**config.mk**
```make
export PLATFORM = sky130hd
export DESIGN_NAME = bdl_link
export DESIGN_NICKNAME = d
export VERILOG_FILES = /design/src/bdl_pkg.sv /design/src/bdl_stream_if.sv /design/src/bdl_fifo.sv /design/src/bdl_link.sv
export SDC_FILE = /design/constraint.sdc
export NUM_CORES = 1
export LEC_CHECK = 0
export CAP_MARGIN = 20
export CORE_MARGIN = 2
export CORE_UTILIZATION = 65
export CTS_CLUSTER_DIAMETER = 150
export DETAILED_ROUTE_END_ITERATION = 10
export DONT_BUFFER_PORTS = 1
export GPL_TIMING_DRIVEN = 0
export HOLD_SLACK_MARGIN = 0.02
export MAX_ROUTING_LAYER = met4
export PLACE_DENSITY = 0.85
export SKIP_LAST_GASP = 1
export SYNTH_ARGS = -nofsm -noshare
export SYNTH_HDL_FRONTEND = slang
export SYNTH_SLANG_ARGS = --single-unit
```
**constraint.sdc**
```tcl
create_clock -name ref_clk -period 5.5 [get_ports ref_clk]
set_input_delay 0.275 -clock ref_clk [delete_from_list [all_inputs] [get_ports ref_clk]]
set_output_delay 0.275 -clock ref_clk [all_outputs]
set_load 0.1 [all_outputs]
```
**src/bdl_pkg.sv**
```systemverilog
// Shared constants and types for the single-wire debug bit link
package bdl_pkg;

  localparam int               BYTE_BITS      = 8;
  localparam int               FIFO_DEPTH     = 4;
  localparam int               CNT_W          = 10;
  localparam logic [CNT_W-1:0] CNT_MAX        = 10'h3FF;
  localparam logic [CNT_W-1:0] BIT_CYCLES     = 10'h010;
  localparam logic [CNT_W-1:0] SAMPLE_CYC     = 10'h00A;
  localparam logic [CNT_W-1:0] ONE_PULSE_CYC  = 10'h007;
  localparam logic [CNT_W-1:0] ZERO_LOW_CYC   = 10'h00D;
  localparam logic [CNT_W-1:0] TIMEOUT_CYC    = 10'h200;
  localparam logic [CNT_W-1:0] SYNC_MIN_CYC   = 10'h080;
  localparam logic [CNT_W-1:0] SYNC_DELAY_CYC = 10'h010;
  localparam logic [CNT_W-1:0] SYNC_RESP_CYC  = 10'h080;
  localparam logic [7:0]       BACKGROUND_CODE = 8'h90;
  localparam logic [2:0]       LAST_BIT       = 3'h7;
  localparam logic [1:0]       MODE_SETTLE    = 2'h3;

  typedef enum logic [2:0] {
    S_IDLE,
    S_RX,
    S_TX,
    S_SPEED,
    S_SYNC_LOW,
    S_SYNC_WAIT,
    S_SYNC_RESP,
    S_SYNC_END
  } bdl_state_e;

endpackage

```
**src/bdl_stream_if.sv**
```systemverilog
// Valid/ready byte stream between the link and its reply buffer
`timescale 1ns/10ps
interface bdl_stream_if #(parameter int W = 8) ();
  logic         valid;
  logic         ready;
  logic [W-1:0] data;

  modport src (output valid, output data, input ready);
  modport snk (input valid, input data, output ready);
endinterface
```
**src/bdl_fifo.sv**
```systemverilog
// Reply byte buffer with registered ready and flush
`timescale 1ns/10ps
module bdl_fifo
  import bdl_pkg::*;
#(
  parameter int WIDTH = 8,
  parameter int DEPTH = 4
)
(
  // Clock, reset and flush
  input logic         clk,
  input logic         rst,
  input logic         flush,
  // Streams
  bdl_stream_if.snk   in_s,
  bdl_stream_if.src   out_s
);
  localparam int         AW      = (DEPTH > 1) ? $clog2(DEPTH) : 1;
  localparam logic [AW:0] FULL_C = (AW+1)'(DEPTH);
  localparam logic [AW-1:0] LAST_C = AW'(DEPTH - 1);

  typedef struct packed {
    logic [DEPTH-1:0][WIDTH-1:0] mem;
    logic [AW-1:0]               wptr;
    logic [AW-1:0]               rptr;
    logic [AW:0]                 count;
    logic                        ready;
  } bdl_fifo_s;

  bdl_fifo_s st;
  bdl_fifo_s nx;
  logic      push;
  logic      pop;

  function automatic logic [AW-1:0] step(input logic [AW-1:0] p);
    return (p == LAST_C) ? '0 : p + AW'(1);
  endfunction

  assign push        = in_s.valid && st.ready;
  assign pop         = out_s.ready && (st.count != '0);
  assign in_s.ready  = st.ready;
  assign out_s.valid = (st.count != '0);
  assign out_s.data  = st.mem[st.rptr];

  always_comb
  begin
    nx = st;
    if (push)
    begin
      nx.mem[st.wptr] = in_s.data;
      nx.wptr         = step(st.wptr);
    end
    if (pop)
      nx.rptr = step(st.rptr);
    nx.count = st.count + (AW+1)'(push) - (AW+1)'(pop);
    if (flush)
    begin
      nx.wptr  = '0;
      nx.rptr  = '0;
      nx.count = '0;
    end
    nx.ready = (nx.count != FULL_C);
  end

  always_ff @(posedge clk)
  begin
    if (rst)
    begin
      st       <= '0;
      st.ready <= 1'b1;
    end
    else
      st <= nx;
  end
endmodule

```
**src/bdl_link.sv**
```systemverilog
// Bit-level target logic of the single-wire background debug link
`timescale 1ns/10ps
// Notes on behaviour
// - All fields travel most significant bit first
// - Nominal bit time is sixteen debug cycles
// - Timeout after 512 debug cycles without edge
// - Timeout drops partial command, probe state untouched
// - Source select picks bus or alternate clock
// - Bit start seen three ref clocks after pin goes low
// - Host bits sampled ten cycles after start
// - Target stays off pin while host sends
// - Logic one: speedup pulse at cycle seven
// - Logic zero: low thirteen cycles, then speedup
// - Rate probe answered with timed low pulse
// - Pin level at reset picks halted start
// - Halt-only commands refused while application runs
// - Memory and status commands accepted anytime
// - Link works without a prior target reset
// - Watchdog held off while halted
// - Background request wakes stop and wait
// - Host waits sixteen cycles for access
module bdl_link
  import bdl_pkg::*;
(
  // Clock and reset
  input  logic       ref_clk,
  input  logic       rst,
  // Debug pin
  input  logic       debug_pin_in,
  output logic       debug_pin_out,
  output logic       debug_pin_oe,
  // Debug clock selection
  input  logic       debug_clock_source_select,
  input  logic       alt_clk_tick,
  // Processor state
  input  logic       halted,
  output logic       start_halted,
  output logic       watchdog_disable,
  output logic       wake_request,
  // Received bytes
  output logic [7:0] rx_data,
  output logic       rx_valid,
  output logic       rx_cmd,
  output logic       cmd_rejected,
  input  logic       cmd_done,
  output logic       timeout_abort,
  // Reply bytes
  input  logic [7:0] tx_data,
  input  logic       tx_valid,
  output logic       tx_ready
);

  typedef struct packed {
    logic [2:0]       sync;
    logic             level;
    logic [1:0]       mode_cnt;
    logic             start_halted;
    bdl_state_e       state;
    logic [CNT_W-1:0] cnt;
    logic [CNT_W-1:0] idle_cnt;
    logic [7:0]       shift;
    logic [2:0]       nbits;
    logic             tx_active;
    logic             pop;
    logic             pin_out;
    logic             pin_oe;
    logic [7:0]       rx_data;
    logic             rx_valid;
    logic             rx_cmd;
    logic             cmd_first;
    logic             discard;
    logic             cmd_rejected;
    logic             wake_request;
    logic             timeout_abort;
    logic             watchdog_disable;
    logic             flush;
  } bdl_link_s;

  bdl_link_s st;
  bdl_link_s nx;
  logic      dtick;
  logic      fall;

  bdl_stream_if #(.W(BYTE_BITS)) tx_in ();
  bdl_stream_if #(.W(BYTE_BITS)) tx_out ();

  // True on the debug tick that completes cycle k since the bit start
  function automatic logic hit(input logic [CNT_W-1:0] c,
                               input logic [CNT_W-1:0] k,
                               input logic             t);
    return t && (c == k - 10'h001);
  endfunction

  // Register and trace commands need the processor halted
  function automatic logic halt_only(input logic [7:0] code);
    return !code[7];
  endfunction

  assign dtick = debug_clock_source_select ? alt_clk_tick : 1'b1;
  // Filtered level must be high before and low now, so a glitch
  // shorter than two samples never opens a bit
  assign fall  = st.level && !st.sync[1] && !st.sync[2];

  assign tx_in.valid = tx_valid;
  assign tx_in.data  = tx_data;
  assign tx_ready    = tx_in.ready;
  assign tx_out.ready = st.pop;

  // Replies are queued while the host spends its access delay
  bdl_fifo #(
    .WIDTH (BYTE_BITS),
    .DEPTH (FIFO_DEPTH)
  ) u_reply_fifo (
    .clk   (ref_clk),
    .rst   (rst),
    .flush (st.flush),
    .in_s  (tx_in),
    .out_s (tx_out)
  );

  always_comb
  begin
    logic [7:0] rx_byte;
    logic [7:0] tx_byte;
    rx_byte = {st.shift[6:0], st.level};
    tx_byte = st.tx_active ? st.shift : tx_out.data;
    nx = st;
    nx.pop           = 1'b0;
    nx.rx_valid      = 1'b0;
    nx.cmd_rejected  = 1'b0;
    nx.wake_request  = 1'b0;
    nx.timeout_abort = 1'b0;
    nx.flush         = 1'b0;
    nx.sync          = {st.sync[1:0], debug_pin_in};
    if (st.sync[1] == st.sync[2])
      nx.level = st.sync[2];
    nx.watchdog_disable = halted;
    // Strap is taken from the second stage: by the third edge after reset
    // it has held the pin for two edges, while the third still shows reset
    if (st.mode_cnt != MODE_SETTLE)
    begin
      nx.mode_cnt     = st.mode_cnt + 2'h1;
      nx.start_halted = !st.sync[1];
    end
    if (dtick && st.cnt != CNT_MAX)
      nx.cnt = st.cnt + 10'h001;
    if (dtick && st.idle_cnt != TIMEOUT_CYC)
      nx.idle_cnt = st.idle_cnt + 10'h001;
    if (fall)
      nx.idle_cnt = '0;
    if (cmd_done)
    begin
      nx.cmd_first = 1'b1;
      nx.discard   = 1'b0;
    end
    unique case (st.state)
      S_IDLE:
      begin
        // Only a host edge opens a bit; the target never starts one
        if (fall)
        begin
          nx.cnt = '0;
          if (st.tx_active || (tx_out.valid && st.nbits == '0))
          begin
            nx.state = S_TX;
            if (!st.tx_active)
            begin
              nx.shift     = tx_out.data;
              nx.pop       = 1'b1;
              nx.tx_active = 1'b1;
            end
            if (!tx_byte[7])
            begin
              nx.pin_out = 1'b0;
              nx.pin_oe  = 1'b1;
            end
          end
          else
            nx.state = S_RX;
        end
        else if (!st.level && hit(st.cnt, SYNC_MIN_CYC, dtick))
        begin
          nx.state     = S_SYNC_LOW;
          nx.nbits     = '0;
          nx.tx_active = 1'b0;
          nx.discard   = 1'b0;
          nx.cmd_first = 1'b1;
          nx.flush     = 1'b1;
        end
      end
      S_RX:
      begin
        nx.pin_oe = 1'b0;
        if (hit(st.cnt, SAMPLE_CYC, dtick))
        begin
          nx.shift = rx_byte;
          nx.nbits = st.nbits + 3'h1;
          nx.state = S_IDLE;
          if (st.nbits == LAST_BIT)
          begin
            nx.rx_data = rx_byte;
            if (st.cmd_first)
            begin
              nx.cmd_first = 1'b0;
              nx.rx_cmd    = 1'b1;
              // Refused commands are swallowed until cmd_done, a rate probe or a timeout
              if (halt_only(rx_byte) && !halted)
              begin
                nx.discard      = 1'b1;
                nx.cmd_rejected = 1'b1;
              end
              else
                nx.rx_valid = 1'b1;
              if (rx_byte == BACKGROUND_CODE)
                nx.wake_request = 1'b1;
            end
            else
            begin
              nx.rx_cmd   = 1'b0;
              nx.rx_valid = !st.discard;
            end
          end
        end
      end
      S_TX:
      begin
        if (!st.shift[7] && hit(st.cnt, ZERO_LOW_CYC, dtick))
        begin
          nx.pin_out = 1'b1;
          nx.state   = S_SPEED;
        end
        else if (st.shift[7] && hit(st.cnt, ONE_PULSE_CYC, dtick))
        begin
          nx.pin_out = 1'b1;
          nx.pin_oe  = 1'b1;
          nx.state   = S_SPEED;
        end
      end
      S_SPEED:
      begin
        // High drive lasts one clock so it never fights the host
        nx.pin_out = 1'b0;
        nx.pin_oe  = 1'b0;
        nx.shift   = {st.shift[6:0], 1'b0};
        nx.nbits   = st.nbits + 3'h1;
        nx.state   = S_IDLE;
        if (st.nbits == LAST_BIT)
          nx.tx_active = 1'b0;
      end
      S_SYNC_LOW:
      begin
        if (st.level)
        begin
          nx.cnt   = '0;
          nx.state = S_SYNC_WAIT;
        end
      end
      S_SYNC_WAIT:
      begin
        if (hit(st.cnt, SYNC_DELAY_CYC, dtick))
        begin
          nx.cnt     = '0;
          nx.pin_out = 1'b0;
          nx.pin_oe  = 1'b1;
          nx.state   = S_SYNC_RESP;
        end
      end
      S_SYNC_RESP:
      begin
        if (hit(st.cnt, SYNC_RESP_CYC, dtick))
        begin
          nx.pin_out = 1'b1;
          nx.state   = S_SYNC_END;
        end
      end
      S_SYNC_END:
      begin
        nx.pin_out = 1'b0;
        nx.pin_oe  = 1'b0;
        nx.state   = S_IDLE;
      end
    endcase
    // A probe request may outlast the timeout; its state is kept
    if (hit(st.idle_cnt, TIMEOUT_CYC, dtick) && !fall)
    begin
      nx.timeout_abort = 1'b1;
      nx.nbits         = '0;
      nx.tx_active     = 1'b0;
      nx.discard       = 1'b0;
      nx.cmd_first     = 1'b1;
      nx.flush         = 1'b1;
      if (st.state inside {S_RX, S_TX, S_SPEED})
      begin
        nx.state   = S_IDLE;
        nx.pin_out = 1'b0;
        nx.pin_oe  = 1'b0;
      end
    end
  end

  always_ff @(posedge ref_clk)
  begin
    if (rst)
    begin
      st           <= '0;
      st.sync      <= 3'h7;
      st.level     <= 1'b1;
      st.idle_cnt  <= TIMEOUT_CYC;
      st.cmd_first <= 1'b1;
    end
    else
      st <= nx;
  end

  assign debug_pin_out    = st.pin_out;
  assign debug_pin_oe     = st.pin_oe;
  assign start_halted     = st.start_halted;
  assign watchdog_disable = st.watchdog_disable;
  assign wake_request     = st.wake_request;
  assign rx_data          = st.rx_data;
  assign rx_valid         = st.rx_valid;
  assign rx_cmd           = st.rx_cmd;
  assign cmd_rejected     = st.cmd_rejected;
  assign timeout_abort    = st.timeout_abort;
endmodule

```
==> results of run 1 <==
==> power by group <==
part	internal (W)	total [W]	switching (W)
combinational	0.0000585	0.000156	0.0000974
clock	0.000219	0.000492	0.000273
sequential	0.000767	0.000803	0.0000365
==> synth_stat cells (all sizes together), types with 2 or more instances <==
library cell	instances	area, sq um
and4	5	43.79
a22oi	6	45.04
or4	4	30.03
dfxtp	102	2042
inv	22	82.58
and3	3	18.77
nor4b	5	43.79
clkbuf	25	95.09
or3	3	18.77
nor4	4	25.02
nand3b	3	22.52
ha	17	212.7
xor2	12	105.1
mux4	8	206.5
nand4	5	31.28
buf	14	106.3
nand2	66	247.7
a41oi	4	35.03
o21bai	2	15.01
xnor2	9	78.83
a21oi	49	245.2
or2	5	31.28
nor2b	4	25.02
o21ai	9	45.04
mux2i	13	130.1
a211oi	9	87.59
o31a	4	35.03
nand3	49	245.2
o31ai	2	15.01
nor3	10	55.05
nand2b	2	12.51
nor2	65	244.0
==> flip-flops by register name (all words and copies together) (netlist names), 2 cells and up <==
signal / count
rx_data: 8
nx: 2
st: 42
u_reply_fifo.st: 39
==> worst min path at each step <==
stage | startpoint | end | slack, ns | cells past startpoint
after floorplan | halted | cmd_rejected$_SDFF_PP0_ | 0.35 | 1
after global placement | halted | cmd_rejected$_SDFF_PP0_ | 0.36 | 1
after detailed placement | halted | cmd_rejected$_SDFF_PP0_ | 0.36 | 1
after CTS | halted | watchdog_disable$_SDFF_PP0_ | 0.03 | 1
after global routing | tx_data[2] | u_reply_fifo.st[10]$_SDFFE_PP0P_ | 0.03 | 2
final | tx_data[3] | u_reply_fifo.st[11]$_SDFFE_PP0P_ | 0.04 | 2
==> cell families after synthesis <==
group | count (synthesis)
AOI/OAI and AO/OA | 94
DFF | 102
adders and majority gates | 18
muxes | 22
buffers and inverters | 61
and+or+nand+nor | 238
xor gates and xnor gates | 21
==> through the flow <==
stage | setup slack (ns) | cell area, sq um | cells
after floorplan | 3.066 | 4838 | 556
after global placement | 2.802 | 4962 | 655
after detailed placement | 2.784 | 4962 | 655
after CTS | 2.713 | 5186 | 673
after global routing | 2.522 | 5196 | 674
final | 2.711 | 5196 | 674
==> repair_timing <==
action / 4_1_cts / 5_1_grt
hold endpoints to repair: 2 / 1
setup endpoints to repair: 0 / 0
hold buffers: 2 / 1
==> routing by layer <==
layer,part of all wire [%],routed length [um],GRT usage (%)
met5,0,0,-
met4,1.6,176,8.205
met3,7.1,766,7.429
met2,47,5125,44.80
met1,44,4722,36.14
==> layout make-up <==
| class | count | share of cell area, % |
|---|---|---|
| sequential | 102 | 39.30 |
| buffer | 39 | 3.877 |
| clock inverter | 6 | 1.469 |
| clock buffer | 10 | 2.456 |
| multi-input combinational | 393 | 48.35 |
| inverter | 22 | 1.589 |
| tap | 99 | 2.384 |
| timing repair buffer | 3 | 0.5779 |
==> qor.csv, run 1 <==
metric,value,unit
rsz0062_at_grt,no,
synth_top_family_by_area,simple AND/OR/NAND/NOR gates,
grt_pass1_wl,18.21,mm
clock.fmax,358.5,MHz
worstPathCellList,"nand2_1, inv_1, clkbuf_1, ha_1, fa_1, xnor2_1, xnor2_1, nor2_1, o21ai_0",
layout.nets,604,
synth.ff_latch_count,102,
crit_top_cell,xnor2_1,
yosysWarnings,0,
grt_max_degree,19,
die_h,90.28,um
num_rows,31,
ios,34,
fin_crit_sh,50.71,%
multi_input_area,2512,sq um
synth.avg_cell_area,8.702,sq um
async_reset_ff_share,0,%
fin_worst_hold_slack,0.04139,ns
ir_worst_vdd,0.2307,mV
synth.distinct_cells,55,
synth_fa_ha_area_share,4.810,%
cp_slowest_cell,dfxtp_1,
first_pass_iters,4,
drt-wirelength-per-cell,16.01,um
cts_tree,built,
ff2ff_setup_slack,2.71,ns
antenna_found_initial,0,
fin_setup_tns,0,ns
dp_hpwl,7.602,mm
total_power,0.001451,W
r2r-end,u_reply_fifo.in_s.ready$_SDFF_PP1_,
yosys.area_share.simple,23.69,%
path_delay_family,flip-flops,
fp.dieW,90.28,um
nFillCells,575,
seq_area,2042,sq um
status,"finished, final reports clean",
crit_cells,9,
insertion_delay,0.37,ns
synth_mux_area_share,7.267,%
cp_max_fo,10,
hold_viol_final,0,
wirelength,10.79,mm
crit_buf_inv,2,
initial_core_util,67.07,%
vias_per_cell,6.042,
core_region_area,7214,sq um
slew_headroom,31.33,%
final_util,72.03,%
ctsResizeCount,0,
globalRouteTotalUtil,28.32,%
synth_ff_type,dfxtp_1,
tritoncts_num_sinks,102,
grt_pass1_vias,3826,
rr_startpoint,u_reply_fifo.in_s.ready$_SDFF_PP1_,
grt_overflow_total,0,
clk_pin_slew_worst_paths,0.10,ns
cap_viol_max_count,0,
gp_congestion,0.9422,
crit_required,5.75,ns
crit_type,register to register,
reg2reg_depth,9,
post_cts_buffers,0,
dieArea,8150,sq um
crit_path_start,u_reply_fifo.in_s.ready$_SDFF_PP1_,
min_period,2.789,ns
synth-compound-area-share,12.36,%
numPortBuffers,0,
syn_inst,556,
syn-cell-area,4838,sq um
drtIter0Drc,266,
area_delta_synth_final,7.396,%
critPathMaxStageDelay,0.97,ns
clock_path_buffers,2,
synth_xor_area_share,3.801,%
cp-end-kind,register,
insertedDiodeCount,0,
drc,0,
setup-violations-final,0,
synth_edf_count,0,
p_per_area,279.2,nW/um^2
endpoint,u_reply_fifo.in_s.ready$_SDFF_PP1_,
drv_slew,0,
final_cell_mix,"102 x dfxtp_1, 66 x nand2_1, 65 x nor2_1",
fin_skew,0.01356,ns
detail-route-antenna-nets,0,
cts-root-buf,clkbuf_8,
hp-class,input pin to register,
tightest_slew,1.029,ns
worstPathArrival,3.04,ns
cts_htree_levels,3,
vias,4072,
syn_nets,590,
yosysSeqAreaShare,42.20,%
leakagePower,1.897,nW
final_common_cell,dfxtp_1,
drive_gt1_share,7.304,%
cts_buffers,9,
setup.worst_path.start_class,register,
(Power assumes the default switching activity.)
==> run 2: changes to the inputs <==
Settings changed: ABC_AREA set to 1, CORE_UTILIZATION 65 to 57, PLACE_DENSITY 0.85 to 0.79.
Clock period 5.5 ns to 2.55 ns, I/O delays scaled along.
==> run 2 against run 1 <==
Effect of this change: critical path depth shrank 2; die area grew 20%; register-to-register slack lost 2.4 ns; synthesized cell count grew 33%; via count grew 17%; first-iteration DRC count grew 15%; area after synthesis grew 5.8%; global-route usage shrank 1.6 points; maximum frequency grew 24%; non-clock buffer count is the same; design area grew 7.1%.
==> qor.csv, run 2 <==
metric,value,unit
cts_buffers,9,
syn_inst,738,
numPortBuffers,0,
detail-route-antenna-nets,0,
drtIter0Drc,305,
insertedDiodeCount,0,
hold_start,debug_clock_source_select,
grt_pass1_wl,20.80,mm
p_per_area,600.2,nW/um^2
dp_hpwl,8.880,mm
ir_worst_vdd,0.4397,mV
cap_viol_max_count,0,
num_rows,34,
hold_viol_final,0,
slew_headroom,32.71,%
crit_path_start,u_reply_fifo.in_s.ready$_SDFF_PP1_,
worstHoldEndpoint,st[34]$_SDFFE_PP0P_,
insertion_delay,0.37,ns
dp.cells,846,
clock_path_buffers,2,
rsz0062_at_grt,no,
synth.avg_cell_area,6.934,sq um
synthTopCellsByCount,"171 x nand2_1, 102 x dfxtp_1, 89 x nor2_1",
hp-class,input pin to register,
tightest_slew,1.008,ns
synth_top_area_share,39.90,%
area_delta_synth_final,8.778,%
whs_path_depth,4,
globalRouteTotalUtil,26.75,%
layout.nets,795,
synth.distinct_cells,36,
tritoncts_num_sinks,102,
first_pass_iters,5,
crit_required,2.81,ns
status,"finished, final reports clean",
vias_per_cell,5.444,
design_area,5567,sq um
clock.fmax,443.2,MHz
cp_max_fo,10,
yosysSeqAreaShare,39.90,%
min_period,2.256,ns
wirelength,12.08,mm
clk_pin_slew_worst_paths,0.10,ns
gp_congestion,0.9085,
core_region_area,8721,sq um
leakagePower,2.315,nW
yosysWarnings,0,
fp.dieW,98.75,um
final_common_cell,nand2_1,
dieArea,9752,sq um
post-synth-top-count-cell,nand2_1,
final_util,63.83,%
synth.ff_latch_count,102,
reg2reg_depth,7,
ff2ff_setup_slack,0.29,ns
syn_nets,772,
synth_ff_type,dfxtp_1,
r2r-end,u_reply_fifo.in_s.ready$_SDFF_PP1_,
top_register,st,
synth_edf_count,0,
final_cell_mix,"171 x nand2_1, 101 x dfxtp_1, 89 x nor2_1",
post_dp_cell_area,5253,sq um
drt-wirelength-per-cell,13.82,um
drc,0,
cts-root-buf,clkbuf_8,
yosys.area.top_type,dfxtp_1,
async_reset_ff_share,0,%
largest_register_ff_count,42,
rr_startpoint,u_reply_fifo.in_s.ready$_SDFF_PP1_,
antenna_found_initial,0,
syn-cell-area,5117,sq um
setup-violations-final,0,
vias,4758,
crit_type,register to register,
drv_slew,0,
worstPathArrival,2.52,ns
fin_crit_sh,88.48,%
cts_tree,built,
post_cts_buffers,0,
grt_pass1_vias,4627,
die_h,98.75,um
initial_core_util,58.68,%
cts_htree_levels,3,
drive_gt1_share,8.094,%
cp-end-kind,register,
yosys-top-cells-area,"dfxtp_1 40%, nand2_1 13%, nand3_1 7.3%, nor2_1 6.5%, a21oi_1 6.4%",
grt_max_degree,19,
finalNonFillerCells,874,
ios,34,
fin_skew,0.009521,ns
grt_overflow_total,0,
setup.worst_path.start_class,register,
run 2: critical path, stage by stage (launching register included):
cell      delay [ns]
dfxtp_4         0.54
nand2_1         0.19
clkinv_1        0.15
clkbuf_1        0.41
ha_1            0.26
fa_1            0.42
nand2_1         0.10
nand3_1         0.08
run 2: layout make-up:
| cell class | instances | area (sq um) |
|---|---|---|
| Buffer | 30 | 166.4 |
| Clock buffer | 10 | 137.6 |
| Clock inverter | 6 | 52.55 |
| Fill cell | 780 | 3154 |
| Inverter | 86 | 322.8 |
| Multi-Input combinational cell | 520 | 2586 |
| Sequential cell | 102 | 2046 |
| Tap cell | 108 | 135.1 |
| Timing Repair Buffer | 12 | 120.1 |
run 2: cell families after synthesis:
logic type	count (synthesis)	synth area share (%)
flops	102	39.90
buf+inv	116	9.560
xor+xnor	10	1.712
simple gates	386	33.23
fa+ha+maj	18	4.548
compound gates	106	11.05
run 2: metal layers:
metal	GRT usage (%)	wire length [um]	up-vias
met3	5.248	505	34
li1	-	-	2421
met5	-	0	-
met2	43.81	5797	125
met4	13.80	442	0
met1	31.11	5329	2178
run 2: worst max path at each step:
stage	end	cells past startpoint
3_3_place_gp	u_reply_fifo.in_s.ready$_SDFF_PP1_	7
2_1_floorplan	u_reply_fifo.in_s.ready$_SDFF_PP1_	7
6_report	u_reply_fifo.in_s.ready$_SDFF_PP1_	7
4_1_cts	u_reply_fifo.in_s.ready$_SDFF_PP1_	7
3_5_place_dp	u_reply_fifo.in_s.ready$_SDFF_PP1_	7
5_1_grt	u_reply_fifo.in_s.ready$_SDFF_PP1_	9
run 2: through the flow:
stage | hold slack [ns] | setup slack (ns) | setup TNS [ns] | power [W]
after global routing | 0.2015 | 0.06744 | 0 | 0.003507
after detailed placement | 0.2347 | -0.2437 | -0.4700 | 0.002348
final | 0.1641 | 0.2938 | 0 | 0.003341
after floorplan | 0.2313 | 0.08348 | 0 | 0.002217
after CTS | 0.1486 | 0.1244 | 0 | 0.003357
after global placement | 0.2345 | -0.1829 | -0.3447 | 0.002326
run 2: power by group:
| part | switching [W] | internal [W] |
|---|---|---|
| clock network | 0.000601 | 0.000399 |
| registers | 0.000107 | 0.00169 |
| logic | 0.000360 | 0.000183 |
run 2: timing repair:
item,CTS,global route
endpoints found under the hold margin,38,0
endpoints found under the setup margin,2,2
cloned,0,0
gates resized for setup,1,1
hold buffers,12,0
==> run 3: changes to the inputs <==
Settings changed: SYNTH_HIERARCHICAL set to 1.
==> run 3 against run 2 <==
Effect of this change: critical path depth increased by 2; design area is 0.38% higher; global-route usage decreased by 1.7 points; worst setup slack worse by 0.023 ns; highest routed layer unchanged.
==> qor.csv, run 3 <==
metric,value,unit
rsz0062_at_grt,no,
cp_max_fo,8,
yosys.area.top_type,dfxtp_1,
syn-cell-area,5127,sq um
synth.distinct_cells,39,
tritoncts_num_sinks,102,
drtIter0Drc,233,
fin_skew,0.01124,ns
drv_slew,0,
vias,4650,
yosys-top-cells-area,"dfxtp_1 40%, nor2_1 11%, o21ai_0 7.9%, nand2_1 7.4%, inv_1 4.8%",
synth_edf_count,0,
largest_register_ff_count,42,
clock.fmax,438.7,MHz
slew_headroom,32.58,%
detail-route-antenna-nets,0,
whs_path_depth,4,
drive_gt1_share,11.46,%
ios,34,
hold_start,alt_clk_tick,
post_cts_buffers,0,
r2r-end,u_reply_fifo/in_s.ready$_SDFF_PP1_,
clk_pin_slew_worst_paths,0.10,ns
num_rows,34,
grt_pass1_vias,4238,
cts_buffers,9,
synthTopCellsByCount,"148 x nor2_1, 102 x dfxtp_1, 101 x nand2_1",
insertion_delay,0.37,ns
wirelength,11.44,mm
layout.nets,772,
ir_worst_vdd,0.3983,mV
final_cell_mix,"148 x nor2_1, 101 x nand2_1, 101 x dfxtp_1",
crit_required,2.79,ns
drt-wirelength-per-cell,13.46,um
numPortBuffers,0,
dp_hpwl,8.225,mm
yosysWarnings,6,
ff2ff_setup_slack,0.27,ns
cts_htree_levels,3,
status,"finished, final reports clean",
cap_viol_max_count,0,
top_register,st,
dieArea,9770,sq um
synth_ff_type,dfxtp_1,
cts-root-buf,clkbuf_8,
rr_startpoint,u_reply_fifo/in_s.ready$_SDFF_PP1_,
syn_inst,713,
setup-violations-final,0,
fin_crit_sh,89.39,%
leakagePower,2.485,nW
synth.avg_cell_area,7.191,sq um
async_reset_ff_share,0,%
globalRouteTotalUtil,25.03,%
cp-end-kind,register,
tightest_slew,1.010,ns
worstHoldEndpoint,st[36]$_SDFFE_PP0P_,
die_h,98.85,um
synth_top_area_share,39.82,%
core_region_area,8721,sq um
synth.ff_latch_count,102,
crit_type,register to register,
hp-class,input pin to register,
grt_overflow_total,0,
min_period,2.279,ns
worstPathArrival,2.52,ns
fin_setup_tns,0,ns
p_per_area,592.2,nW/um^2
clock_path_buffers,2,
crit_path_start,u_reply_fifo/in_s.ready$_SDFF_PP1_,
reg2reg_depth,9,
fin_ws,0.2705,ns
insertedDiodeCount,0,
vias_per_cell,5.471,
antenna_found_initial,0,
grt_max_degree,17,
drc,0,
hold_viol_final,0,
yosysSeqAreaShare,39.82,%
area_delta_synth_final,8.980,%
final_util,64.07,%
setup.worst_path.start_class,register,
dp_worst_setup_slack,0.08784,ns
fp.dieW,98.85,um
initial_core_util,58.79,%
post-synth-top-count-cell,nor2_1,
gp_congestion,0.9315,
final_common_cell,nor2_1,
cts_tree,built,
syn_nets,747,
first_pass_iters,5,
fin_worst_hold_slack,0.1044,ns
grt_pass1_wl,19.54,mm
==> run 3: cell count changes after synthesis, moves of 7 or more <==
| cell | delta |
|---|---|
| a21oi_1 | -19 |
| o22ai_1 | +8 |
| nand3_1 | -47 |
| inv_1 | -9 |
| inv_2 | +7 |
| clkbuf_1 | -7 |
| nor2_1 | +59 |
| o21ai_0 | +51 |
| nand2_1 | -70 |
==> run 3: kinds of logic after synthesis <==
kind of cell               Yosys count  share of synthesized area (%)
buffers and inverters              106                          9.370
xor gates and xnor gates             6                          1.025
AOI/OAI and AO/OA                  145                          14.62
adders and majority gates           18                          4.539
and+or+nand+nor                    336                          30.62
DFF                                102                          39.82
==> run 3: what timing repair did <==
action                     4_1_cts  5_1_grt
gates resized for setup          0        1
setup endpoints to repair        0        1
hold endpoints to repair        52        0
hold buffers                    14        0
==> run 3: area by class of cell <==
class / instances / area [sq um]
Fill cell: 757 / 3133
Multi-Input combinational cell: 505 / 2605
Sequential cell: 102 / 2046
Inverter: 84 / 317.8
Buffer: 22 / 162.7
Clock buffer: 11 / 151.4
Timing Repair Buffer: 14 / 140.1
Tap cell: 108 / 135.1
Clock inverter: 4 / 30.03
==> run 3: worst max path at each step <==
| stage | end | slack [ns] |
|---|---|---|
| global placement | u_reply_fifo/in_s.ready$_SDFF_PP1_ | 0.1 |
| global route | u_reply_fifo/in_s.ready$_SDFF_PP1_ | 0.14 |
| detailed placement | u_reply_fifo/in_s.ready$_SDFF_PP1_ | 0.09 |
| floorplan | u_reply_fifo/in_s.ready$_SDFF_PP1_ | 0.27 |
| finish | u_reply_fifo/in_s.ready$_SDFF_PP1_ | 0.27 |
| CTS | u_reply_fifo/in_s.ready$_SDFF_PP1_ | 0.07 |
==> run 3: routing by layer <==
metal	track usage (%)	routed length, um	vias up
li1	-	-	2353
met1	32.19	5170	2131
met2	39.35	5332	145
met3	5.745	742	21
met4	7.692	199	0
met5	-	0	-
==> run 3: where the power goes <==
part	internal (W)	switching (W)
sequential	0.00170	0.000115
clock	0.000407	0.000553
combinational	0.000192	0.000342
==> run 3: through the flow <==
| step | total power (W) | area, sq um | cells |
|---|---|---|---|
| global route | 0.003487 | 5588 | 850 |
| detailed placement | 0.002356 | 5264 | 821 |
| finish | 0.003309 | 5588 | 850 |
| global placement | 0.002332 | 5264 | 821 |
| floorplan | 0.002232 | 5129 | 713 |
| CTS | 0.003318 | 5585 | 850 |
==> run 3: critical path, cell delays in order (launching register included) <==
cell	delay, ns
dfxtp_4	0.56
nand2_4	0.18
ha_1	0.33
inv_1	0.05
ha_1	0.13
inv_1	0.05
fa_1	0.52
inv_1	0.05
o21ai_0	0.17
nand4_1	0.12
